**config.mk**
```make
export PLATFORM = sky130hd
export DESIGN_NAME = serial_flash_program_entry
export DESIGN_NICKNAME = d
export VERILOG_FILES = /design/src/rtl/prog_entry_pkg.sv /design/src/rtl/serial_char_engine.sv /design/src/rtl/serial_flash_program_entry.sv
export SDC_FILE = /design/constraint.sdc
export NUM_CORES = 1
export LEC_CHECK = 0
export BUFFER_PORTS_ARGS = -buffer_cell sky130_fd_sc_hd__buf_2
export CAP_MARGIN = 10
export CORE_MARGIN = 2
export CORE_UTILIZATION = 35
export DETAILED_ROUTE_END_ITERATION = 16
export GPL_TIMING_DRIVEN = 0
export SKIP_CTS_REPAIR_TIMING = 1
export SYNTH_ARGS = -nofsm -noshare
export SYNTH_HDL_FRONTEND = slang
export SYNTH_SLANG_ARGS = --single-unit
export TNS_END_PERCENT = 20
```
**constraint.sdc**
```tcl
create_clock -name clk -period 2.33 [get_ports clk]
set_input_delay 0.233 -clock clk [delete_from_list [all_inputs] [get_ports clk]]
set_output_delay 0.233 -clock clk [all_outputs]
set_load 0.02 [all_outputs]
```
**src/rtl/prog_entry_pkg.sv**
```systemverilog
/*
  Constants and carrier types for the flash programming entry block.
  Assumes a single 25 MHz clock and a synchronous, active-low reset.
*/
`default_nettype none

package prog_entry_pkg;

  localparam int unsigned CLK_HZ = 25_000_000;
  localparam int unsigned RATE_1M = 1_000_000;
  localparam int unsigned RATE_500K = 500_000;
  localparam int unsigned RATE_250K = 250_000;
  localparam int unsigned RATE_115K2 = 115_200;
  localparam int unsigned INIT_WINDOW_MS = 100;
  localparam int unsigned INIT_WINDOW_CYC = CLK_HZ / 1000 * INIT_WINDOW_MS;
  localparam int unsigned DIV_W = 8;
  // bit periods in clocks, rounded down
  localparam logic [DIV_W-1:0] DIV_1M = DIV_W'(CLK_HZ / RATE_1M);
  localparam logic [DIV_W-1:0] DIV_500K = DIV_W'(CLK_HZ / RATE_500K);
  localparam logic [DIV_W-1:0] DIV_250K = DIV_W'(CLK_HZ / RATE_250K);
  localparam logic [DIV_W-1:0] DIV_115K2 = DIV_W'(CLK_HZ / RATE_115K2);
  localparam logic [1:0] RATE_SEL_RESET = 2'h3;
  localparam logic [3:0] DATA_BITS = 4'h8;
  localparam logic [3:0] FRAME_BITS = 4'ha;
  localparam logic SHARED_PIN_RESET_OE = 1'b0;
  localparam logic SHARED_PIN_RESET_OUT = 1'b0;

  typedef enum logic [2:0]
  {
    MODE_HOLD = 3'h1,
    MODE_NORMAL = 3'h2,
    MODE_PROG = 3'h4
  } mode_e;

  typedef struct packed
  {
    logic valid;
    logic [7:0] data;
    logic frame_err;
  } rx_char_s;

endpackage : prog_entry_pkg

`default_nettype wire

```
**src/rtl/serial_char_engine.sv**
```systemverilog
/*
  Half-duplex 8N1 character engine: one receiver and one transmitter
  sharing a bit period. Assumes rx_line is already synchronised.
*/
`default_nettype none

module serial_char_engine
  import prog_entry_pkg::*;
(
  input wire logic clk,
  input wire logic reset_n,
  input wire logic [DIV_W-1:0] bit_div,
  input wire logic rx_line,
  input wire logic tx_start,
  input wire logic [7:0] tx_data,
  output logic tx_line,
  output logic tx_busy,
  output rx_char_s rx_char
);

  //----------------------------------------
  // receiver
  //----------------------------------------
  logic rx_busy_q, rx_busy_d;
  logic [DIV_W-1:0] rx_cnt_q, rx_cnt_d;
  logic [3:0] rx_bit_q, rx_bit_d;
  logic [7:0] rx_sh_q, rx_sh_d;
  rx_char_s rx_char_q, rx_char_d;

  always_comb
  begin
    rx_busy_d = rx_busy_q;
    rx_cnt_d = rx_cnt_q;
    rx_bit_d = rx_bit_q;
    rx_sh_d = rx_sh_q;
    rx_char_d = '0;
    if (!rx_busy_q)
    begin
      if (!rx_line)
      begin
        // start edge: aim at mid-bit
        rx_busy_d = 1'b1;
        rx_cnt_d = bit_div >> 1;
        rx_bit_d = 4'h0;
      end
    end
    else if (rx_cnt_q != '0)
    begin
      rx_cnt_d = rx_cnt_q - 1'b1;
    end
    else
    begin
      rx_cnt_d = bit_div - 1'b1;
      rx_bit_d = rx_bit_q + 1'b1;
      if (rx_bit_q == 4'h0 && rx_line)
      begin
        rx_busy_d = 1'b0; // glitch, not a start bit
      end
      else if (rx_bit_q >= 4'h1 && rx_bit_q <= DATA_BITS)
      begin
        rx_sh_d = {rx_line, rx_sh_q[7:1]}; // lsb first
      end
      else if (rx_bit_q == FRAME_BITS - 1'b1)
      begin
        rx_busy_d = 1'b0;
        rx_char_d.valid = 1'b1;
        rx_char_d.data = rx_sh_q;
        rx_char_d.frame_err = !rx_line; // stop bit must be high
      end
    end
  end

  always_ff @(posedge clk)
  begin
    if (!reset_n)
    begin
      rx_busy_q <= 1'b0;
      rx_cnt_q <= '0;
      rx_bit_q <= 4'h0;
      rx_sh_q <= 8'h00;
      rx_char_q <= '0;
    end
    else
    begin
      rx_busy_q <= rx_busy_d;
      rx_cnt_q <= rx_cnt_d;
      rx_bit_q <= rx_bit_d;
      rx_sh_q <= rx_sh_d;
      rx_char_q <= rx_char_d;
    end
  end

  assign rx_char = rx_char_q;

  //----------------------------------------
  // transmitter
  //----------------------------------------
  logic tx_busy_q, tx_busy_d;
  logic [DIV_W-1:0] tx_cnt_q, tx_cnt_d;
  logic [3:0] tx_bit_q, tx_bit_d;
  logic [9:0] tx_sh_q, tx_sh_d;

  always_comb
  begin
    tx_busy_d = tx_busy_q;
    tx_cnt_d = tx_cnt_q;
    tx_bit_d = tx_bit_q;
    tx_sh_d = tx_sh_q;
    if (!tx_busy_q)
    begin
      if (tx_start)
      begin
        tx_busy_d = 1'b1;
        tx_sh_d = {1'b1, tx_data, 1'b0}; // stop, data, start
        tx_cnt_d = bit_div - 1'b1;
        tx_bit_d = 4'h0;
      end
    end
    else if (tx_cnt_q != '0)
    begin
      tx_cnt_d = tx_cnt_q - 1'b1;
    end
    else
    begin
      tx_cnt_d = bit_div - 1'b1;
      tx_sh_d = {1'b1, tx_sh_q[9:1]};
      tx_bit_d = tx_bit_q + 1'b1;
      if (tx_bit_q == FRAME_BITS - 1'b1)
      begin
        tx_busy_d = 1'b0;
      end
    end
  end

  always_ff @(posedge clk)
  begin
    if (!reset_n)
    begin
      tx_busy_q <= 1'b0;
      tx_cnt_q <= '0;
      tx_bit_q <= 4'h0;
      tx_sh_q <= 10'h3ff;
    end
    else
    begin
      tx_busy_q <= tx_busy_d;
      tx_cnt_q <= tx_cnt_d;
      tx_bit_q <= tx_bit_d;
      tx_sh_q <= tx_sh_d;
    end
  end

  // idle is high when nothing is being sent
  assign tx_line = tx_busy_q ? tx_sh_q[0] : 1'b1;
  assign tx_busy = tx_busy_q;

endmodule : serial_char_engine

`default_nettype wire

```
**src/rtl/serial_flash_program_entry.sv**
```systemverilog
/*
  Programming-mode entry and serial link front end of the device.
  Assumes clk is the internal fast oscillator and that the command
  layer above consumes received characters and supplies replies.
*/
`default_nettype none

module serial_flash_program_entry
  import prog_entry_pkg::*;
#(
  parameter int unsigned INIT_CYC = INIT_WINDOW_CYC
)
(
  input wire logic clk,
  input wire logic reset_n,
  input wire logic mode_serial_pin_in,
  output logic mode_serial_pin_out,
  output logic mode_serial_pin_oe,
  input wire logic prog_receive_pin,
  output logic prog_transmit_pin,
  input wire logic [1:0] rate_sel,
  input wire logic rate_load,
  input wire logic reply_valid,
  input wire logic [7:0] reply_data,
  output logic reply_ready,
  output logic prog_mode,
  output logic normal_mode,
  output logic init_timeout,
  output logic fast_clock_select,
  output logic shared_port_pin_oe,
  output logic shared_port_pin_out,
  output rx_char_s rx_out
);

  //----------------------------------------
  // pin synchronisers
  //----------------------------------------
  logic mode_s1_q, mode_s2_q;
  logic rxd_s1_q, rxd_s2_q;

  always_ff @(posedge clk)
  begin
    if (!reset_n)
    begin
      mode_s1_q <= 1'b1;
      mode_s2_q <= 1'b1;
      rxd_s1_q <= 1'b1;
      rxd_s2_q <= 1'b1;
    end
    else
    begin
      mode_s1_q <= mode_serial_pin_in;
      mode_s2_q <= mode_s1_q;
      rxd_s1_q <= prog_receive_pin;
      rxd_s2_q <= rxd_s1_q;
    end
  end

  //----------------------------------------
  // mode latch at reset release
  //----------------------------------------
  // two cycles of hold let the synchroniser show the post-release level
  mode_e mode_q, mode_d;
  logic [1:0] settle_q, settle_d;
  logic [31:0] init_cnt_q, init_cnt_d;
  logic init_to_q, init_to_d;
  logic got_char_q, got_char_d;
  logic [1:0] rate_q, rate_d;
  rx_char_s rx_char;

  always_comb
  begin
    mode_d = mode_q;
    settle_d = settle_q;
    case (mode_q)
      MODE_HOLD:
      begin
        if (settle_q != 2'h2)
        begin
          settle_d = settle_q + 1'b1;
        end
        else
        begin
          // low selects programming, high selects normal
          mode_d = mode_s2_q ? MODE_NORMAL : MODE_PROG;
        end
      end
      MODE_NORMAL:
      begin
        mode_d = MODE_NORMAL;
      end
      MODE_PROG:
      begin
        mode_d = MODE_PROG; // left only by the next reset
      end
      default:
      begin
        mode_d = MODE_HOLD;
      end
    endcase
  end

  // the host owes its settings within the window; we only flag lateness
  always_comb
  begin
    init_cnt_d = init_cnt_q;
    init_to_d = init_to_q;
    got_char_d = got_char_q | (rx_char.valid & (mode_q == MODE_PROG));
    rate_d = rate_q;
    if (mode_q == MODE_PROG && !got_char_q && !init_to_q)
    begin
      if (init_cnt_q >= INIT_CYC - 1)
      begin
        init_to_d = 1'b1;
      end
      else
      begin
        init_cnt_d = init_cnt_q + 32'h1;
      end
    end
    if (rate_load && mode_q == MODE_PROG)
    begin
      rate_d = rate_sel;
    end
  end

  always_ff @(posedge clk)
  begin
    if (!reset_n)
    begin
      mode_q <= MODE_HOLD;
      settle_q <= 2'h0;
      init_cnt_q <= 32'h0;
      init_to_q <= 1'b0;
      got_char_q <= 1'b0;
      rate_q <= RATE_SEL_RESET;
    end
    else
    begin
      mode_q <= mode_d;
      settle_q <= settle_d;
      init_cnt_q <= init_cnt_d;
      init_to_q <= init_to_d;
      got_char_q <= got_char_d;
      rate_q <= rate_d;
    end
  end

  //----------------------------------------
  // bit rate and character engine
  //----------------------------------------
  logic [DIV_W-1:0] bit_div;
  always_comb
  begin
    case (rate_q)
      2'h0: bit_div = DIV_1M;
      2'h1: bit_div = DIV_500K;
      2'h2: bit_div = DIV_250K;
      default: bit_div = DIV_115K2;
    endcase
  end

  logic tx_line, tx_busy, line_rx;
  logic in_prog;
  assign in_prog = (mode_q == MODE_PROG);
  // one-wire line and dedicated receive pin both feed the receiver
  // hazard: the shared line hears our own echo, so it is muted while sending
  assign line_rx = in_prog & (tx_busy | (mode_s2_q & rxd_s2_q)) | !in_prog;

  logic tx_start;
  assign tx_start = in_prog & reply_valid & !tx_busy;

  serial_char_engine u_engine
  (
    .clk(clk),
    .reset_n(reset_n),
    .bit_div(bit_div),
    .rx_line(line_rx),
    .tx_start(tx_start),
    .tx_data(reply_data),
    .tx_line(tx_line),
    .tx_busy(tx_busy),
    .rx_char(rx_char)
  );

  //----------------------------------------
  // registered outputs
  //----------------------------------------
  always_ff @(posedge clk)
  begin
    if (!reset_n)
    begin
      mode_serial_pin_out <= 1'b1;
      mode_serial_pin_oe <= 1'b0;
      prog_transmit_pin <= 1'b1;
      reply_ready <= 1'b0;
      prog_mode <= 1'b0;
      normal_mode <= 1'b0;
      init_timeout <= 1'b0;
      fast_clock_select <= 1'b1;
      shared_port_pin_oe <= SHARED_PIN_RESET_OE;
      shared_port_pin_out <= SHARED_PIN_RESET_OUT;
      rx_out <= '0;
    end
    else
    begin
      // drive only while a low bit goes out, else release to pull-up
      mode_serial_pin_out <= 1'b0;
      mode_serial_pin_oe <= in_prog & tx_busy & !tx_line;
      prog_transmit_pin <= in_prog ? tx_line : 1'b1;
      reply_ready <= tx_start;
      prog_mode <= in_prog;
      normal_mode <= (mode_q == MODE_NORMAL);
      init_timeout <= init_to_q;
      fast_clock_select <= in_prog | (mode_q == MODE_HOLD);
      // unused pins stay at their reset state while programming
      shared_port_pin_oe <= SHARED_PIN_RESET_OE;
      shared_port_pin_out <= SHARED_PIN_RESET_OUT;
      rx_out <= in_prog ? rx_char : '0;
    end
  end

  //----------------------------------------
  // checks
  //----------------------------------------
  a_mode_low_prog: assert property (@(posedge clk) disable iff (!reset_n)
    (mode_q == MODE_HOLD && settle_q == 2'h2 && !mode_s2_q) |=> mode_q == MODE_PROG)
    else $error("low mode pin did not select programming");
  a_mode_high_norm: assert property (@(posedge clk) disable iff (!reset_n)
    (mode_q == MODE_HOLD && settle_q == 2'h2 && mode_s2_q) |=> ##1 normal_mode)
    else $error("high mode pin did not select normal mode");
  a_mode_sticky: assert property (@(posedge clk) disable iff (!reset_n)
    prog_mode |=> prog_mode)
    else $error("programming mode dropped without reset");
  a_port_reset_state: assert property (@(posedge clk) disable iff (!reset_n)
    prog_mode |-> (shared_port_pin_oe == SHARED_PIN_RESET_OE
      && shared_port_pin_out == SHARED_PIN_RESET_OUT))
    else $error("unused pin left reset state");
  a_fast_clock_prog: assert property (@(posedge clk) disable iff (!reset_n)
    prog_mode |-> fast_clock_select)
    else $error("fast oscillator not selected in programming");
  a_line_release: assert property (@(posedge clk) disable iff (!reset_n)
    (!tx_busy ##1 !tx_busy) |=> !mode_serial_pin_oe)
    else $error("one-wire line driven while idle");
  a_tx_idle_high: assert property (@(posedge clk) disable iff (!reset_n)
    $past(!tx_busy) |-> prog_transmit_pin)
    else $error("transmit pin not idle high");
  a_start_bit_low: assert property (@(posedge clk) disable iff (!reset_n)
    tx_start |=> ##1 (!prog_transmit_pin && mode_serial_pin_oe))
    else $error("start bit missing on link pins");
  a_rate_fixed_norm: assert property (@(posedge clk) disable iff (!reset_n)
    normal_mode |-> rate_q == RATE_SEL_RESET)
    else $error("bit rate changed outside programming");

endmodule : serial_flash_program_entry

`default_nettype wire

```
# ---- Word-level counts from Yosys, hierarchy flattened
# Index checks and enable logic that the tools add are counted.
dict set report op_classes {
  mux 32
  bitwise 17
  magnitude_cmp 3
  addsub 7
  n_eq_ne 12
  reduce_logical 25
}
# operator n
set ops {}
lappend ops {{two-way mux 8 bit} 6}
lappend ops {{two-way mux 10 bit} 4}
lappend ops {{adder 32 x 1 -> 32 bit, second input constant} 1}
lappend ops {{>= comparator 32 x 22 -> 1 bit, second input constant} 1}
lappend ops {{two-way mux 4 bit} 6}
lappend ops {{case mux 8 bit (3 select lines)} 1}
lappend ops {{subtractor 8 x 1 -> 8 bit, second input constant} 3}
lappend ops {{nonzero test 8 bit} 2}
lappend ops {{two-way mux 1 bit} 12}
lappend ops {{AND reduction 2 bit} 6}
lappend ops {{!= test 2 bit, second input constant} 5}
lappend ops {{case mux 3 bit (3 select lines)} 1}
lappend ops {{adder 4 x 1 -> 4 bit, second input constant} 2}
lappend ops {{== test 4 bit, second input constant} 2}
lappend ops {{bitwise AND 1 bit} 7}
lappend ops {{logical NOT 1 bit} 6}
lappend ops {{two-way mux 3 bit} 2}
lappend ops {{inverter 1 bit} 6}
lappend ops {{OR reduction 6 bit} 1}
lappend ops {{logical AND 1 bit} 5}
lappend ops {{OR reduction 5 bit} 1}
lappend ops {{>= comparator 4 x 1 -> 1 bit, second input constant} 1}
lappend ops {{<= comparator 4 bit, second input constant} 1}
lappend ops {{logical NOT 4 bit} 1}
lappend ops {{other kinds (10)} 13}
dict set report totals {
  output_inout_bits 20
  reg_bits 117
  input_bits 16
}

# ---- Longest topological paths before layout
dict set report depth {
  word_depth 8
  mapped_depth 9
}

# ---- By module
# Synthesis repeated with hierarchy kept, for this count alone.
dict set report hier_totals {
  hier_cells 628
  hier_area_um2 5481.5
}
# module area_each_um2 cells_per_inst seq_area_each_um2 n_inst
set modules_own_cells {}
lappend modules_own_cells {serial_char_engine 2879.0 350 1061.0 1}
lappend modules_own_cells {serial_flash_program_entry 2602.5 278 1261.2 1}

# ---- Least setup slack after synthesis
# Ideal clock, no wire load.
dict set report synth_path {
  kind {flip-flop to flip-flop}
  startpoint {reg u_engine.tx_cnt_q[2]}
  endpoint {reg u_engine.tx_sh_q[0]}
  path_slack_ns 0.529
  t_arrival_ns 1.679
  n_path_buf 1
  path_stages_with_launch 6
  setup_time_ns 0.122
  period_less_slack_ns 1.801
  required_ns 2.208
  path_cell_list {dfxtp_1 or4_4 o31ai_4 buf_6 nand2_4 a221o_1}
}
dict set report synth_between {
  elab_chain_len 3
}
# element line_no
set synth_rtl {}
lappend synth_rtl {{start, declared} serial_char_engine.sv:99} ;# logic [DIV_W-1:0] tx_cnt_q, tx_cnt_d;
lappend synth_rtl {{start signal, assigned} serial_char_engine.sv:147} ;# tx_cnt_q <= tx_cnt_d;
lappend synth_rtl {{nonzero test 8 bit} serial_char_engine.sv:119} ;# else if (tx_cnt_q != '0)
lappend synth_rtl {{!= test 2 bit (no line)} -}
lappend synth_rtl {{AND reduction 2 bit (no line)} -}
lappend synth_rtl {{end signal, assigned} serial_char_engine.sv:149} ;# tx_sh_q <= tx_sh_d;
lappend synth_rtl {{end, declared} serial_char_engine.sv:101} ;# logic [9:0] tx_sh_q, tx_sh_d;
# Every way passes these cells.
# A chain may end at the register's enable or synchronous reset.

# ---- Worst setup path after layout
dict set report layout_path {
  startpoint {reg u_engine.rx_cnt_q[0]}
  endpoint {reg u_engine.rx_sh_q[1]}
}
dict set report layout_between {
  elab_chain_len 3
}
# element line_no
set layout_rtl {}
lappend layout_rtl {{start, declared} serial_char_engine.sv:25} ;# logic [DIV_W-1:0] rx_cnt_q, rx_cnt_d;
lappend layout_rtl {{start signal, assigned} serial_char_engine.sv:86} ;# rx_cnt_q <= rx_cnt_d;
lappend layout_rtl {{nonzero test 8 bit} serial_char_engine.sv:47} ;# else if (rx_cnt_q != '0)
lappend layout_rtl {{inverter 1 bit (no line)} -}
lappend layout_rtl {{AND reduction 4 bit (no line)} -}
lappend layout_rtl {{end signal, assigned} serial_char_engine.sv:88} ;# rx_sh_q <= rx_sh_d;
lappend layout_rtl {{end, declared} serial_char_engine.sv:27} ;# logic [7:0] rx_sh_q, rx_sh_d;
# Every way passes these cells.

==> impl_metrics.yaml <==
clock_tree:
  cts_tree: "built"
  cts_buffer_depth: 2
  clk_latency_ns: 0.41
  clockRootBuffer: "clkbuf_16"
  cts.reportedPaths.clkPinSlew_ns: 0.05
  numCtsBuffers: 17
  cts_max_level: 4
  cts_sinks: 116
critical_path:
  crit_slowest_cell: "a211oi_4"
  crit_family: "simple AND/OR/NAND/NOR gates"
  cp-start-kind: "register"
  crit_arrival_ns: 2.40
  criticalPathCategory: "reg2reg"
  cp_max_fo: 9
  critPathMaxStageDelay_ns: 0.51
  endpoint_kind: "register"
  cp_cell_sequence: "inv_1 > ha_1 > nor3b_2 > nand3_4 > a211oi_4 > mux2i_1 > nor2_1"
  required_ns: 2.61
  critical_path_buf_inv_count: 1
status:
  status: "completed"
yosys:
  synth_most_common_cell: "dfxtp_1"
  synth.area.top_cells: "dfxtp_1, mux2i_1, ha_1, a21oi_1, nand2_1"
  synth.distinct_cells: 70
  synth_seq_area_share_pct: 44.9
  avgSynthCellArea_um2: 9.23
  async_flop_share_pct: 0
  netlist_instances: 560
  syn_area_um2: 5170
  synthFlopType: "dfxtp_1"
  yosysTopAreaCell: "dfxtp_1"
  synth_edf_count: 0
  synth.top_cells.by_count: "dfxtp_1, nand2_1, nor2_1, a21oi_1, mux2i_1"
  synth_seq_cells: 116
  synth_top_area_share_pct: 44.9
  ys.warnings.count: 0
drt:
  vias_per_cell: 5.29
  firstDrtPassIters: 5
  initialDrtViolationCount: 294
  drc: 0
  wirelength_um: 12000
  ant_nets: 0
  vias: 4278
  avgRoutedWirePerCell_um: 14.8
global_route:
  grt_pass1_wl_um: 20000
  grt_use_total_pct: 15.8
  grt_max_degree: 17
  antenna_found_initial: 0
  grt_pass1_vias: 4039
  overflow: 0
timing:
  slew_headroom_pct: 57.1
  tns_ns: 0
  hold_violations: 0
  post-route-min-period_ns: 2.12
  period_share_pct: 90.8
  worst_pin_slew_ns: 0.643
  max_freq_ghz: 0.473
  setup_viol: 0
  hold-worst-slack_ns: 0.0298
  rsz0062_at_grt: "false"
  drv_slew: 0
  finalClockSkew_ns: 0.0105
cells_and_area:
  num_antenna_cells: 0
  drive_gt1_share_pct: 14.2
  layout-area-overhead-vs-synth_pct: 19.6
  design_area_um2: 6180
  nets: 646
  post-route-util_pct: 42.7
floorplanning:
  core-area_um2: 14500
  ios: 36
  die_x_um: 126
  start_util_pct: 35.7
  die_h_um: 126
  rows: 44
  dieArea_um2: 15800
power_and_ir_drop:
  power.leakage_nw: 2.42
  finalPower_mw: 4.84
  powerDensity_nw_per_um2: 783
  ir_worst_vdd_uv: 472
placement:
  hpwlAfterDp_um: 8310
  place_congestion: 0.860
  io_buffers: 33
  postPlaceCellArea_um2: 5570
hold_path:
  hp-class: "in2reg"
flow_run:
  cap_violations: 0
-- logic make-up (layout without fill, tap and decap cells) --
family | count (synthesis) | count (layout) | share of synthesized area (%)
buffers and inverters | 51 | 115 | 4.33
AND/OR/NAND/NOR | 230 | 230 | 25.4
flip-flops | 116 | 116 | 44.9
XOR/XNOR | 8 | 8 | 1.36
other | 1 | 2 | 0.0725
multiplexers | 24 | 24 | 4.65
adder cells (fa/ha/maj) | 17 | 17 | 4.11
AO/OA/AOI/OAI | 113 | 113 | 15.2
-- power breakdown --
group | leakage (nW) | internal [mW] | switching [mW]
Combinational | 1.20 | 0.0768 | 0.119
Clock | 0.286 | 1.73 | 0.886
Sequential | 0.937 | 2.02 | 0.0192
-- placed cells by master (no fill, tap or decap), drive strengths merged, types with 12 or more instances in the layout --
cell,n
dfxtp,116
nand2,45
buf,45
clkbuf,40
nor2,38
a21oi,38
mux2i,24
and2,21
inv,21
nand2b,18
nand3,18
and3,17
ha,17
o21ai,16
nor3,14
nor4,12
-- metrics by stage --
stage	setup slack (ns)	instances
after floorplan	0.529	561
after global placement	0.132	778
after detailed placement	0.0872	778
after CTS	0.0824	809
after global routing	0.0191	809
final	0.214	809
-- metal layers --
layer | up-vias | wire [µm] | global-route usage (%)
li1 | 2115 | - | -
met1 | 2071 | 5550 | 19.9
met2 | 72 | 5780 | 25.6
met3 | 20 | 453 | 4.41
met4 | 0 | 220 | 6.41
met5 | - | 0 | 0
-- worst register-to-register path: stages, from the launching register on --
cell and delay [ns]:
dfxtp_1 0.34, inv_1 0.11, ha_1 0.15, nor3b_2 0.36
nand3_4 0.21, a211oi_4 0.52, mux2i_1 0.26, nor2_1 0.05
-- area by class of cell --
type                            count  area [µm²]
Tap cell                          184         230
Clock buffer                       22         464
Fill cell                        1402        8300
Timing Repair Buffer               33         165
Clock inverter                      9         129
Inverter                           21        78.8
Multi-Input combinational cell    394        2650
Buffer                             30         146
Sequential cell                   116        2320
-- flip-flops by register name, indices dropped and copies added, names as in the netlist, 2 cells and up --
register and cells:
settle_q 2, rate_q 2, u_engine.rx_sh_q 8, u_engine.rx_char 10, u_engine.tx_bit_q 4, rx_out 10, u_engine.rx_cnt_q 8, u_engine.tx_cnt_q 8
u_engine.tx_sh_q 9, u_engine.rx_bit_q 4, init_cnt_q 32, mode_q 3
-- path summary, 6_finish.rpt --
path,start,to,slack [ns],cells past startpoint
setup / recovery,u_engine.rx_cnt_q[0],u_engine.rx_sh_q[1],0.21,7
hold / removal,prog_receive_pin,rxd_s1_q,0.03,2
setup reg to reg,u_engine.rx_cnt_q[0],u_engine.rx_sh_q[1],0.21,7
hold reg to reg,mode_s1_q,mode_s2_q,0.41,1
Note: power is estimated with default switching activity, not from simulation.
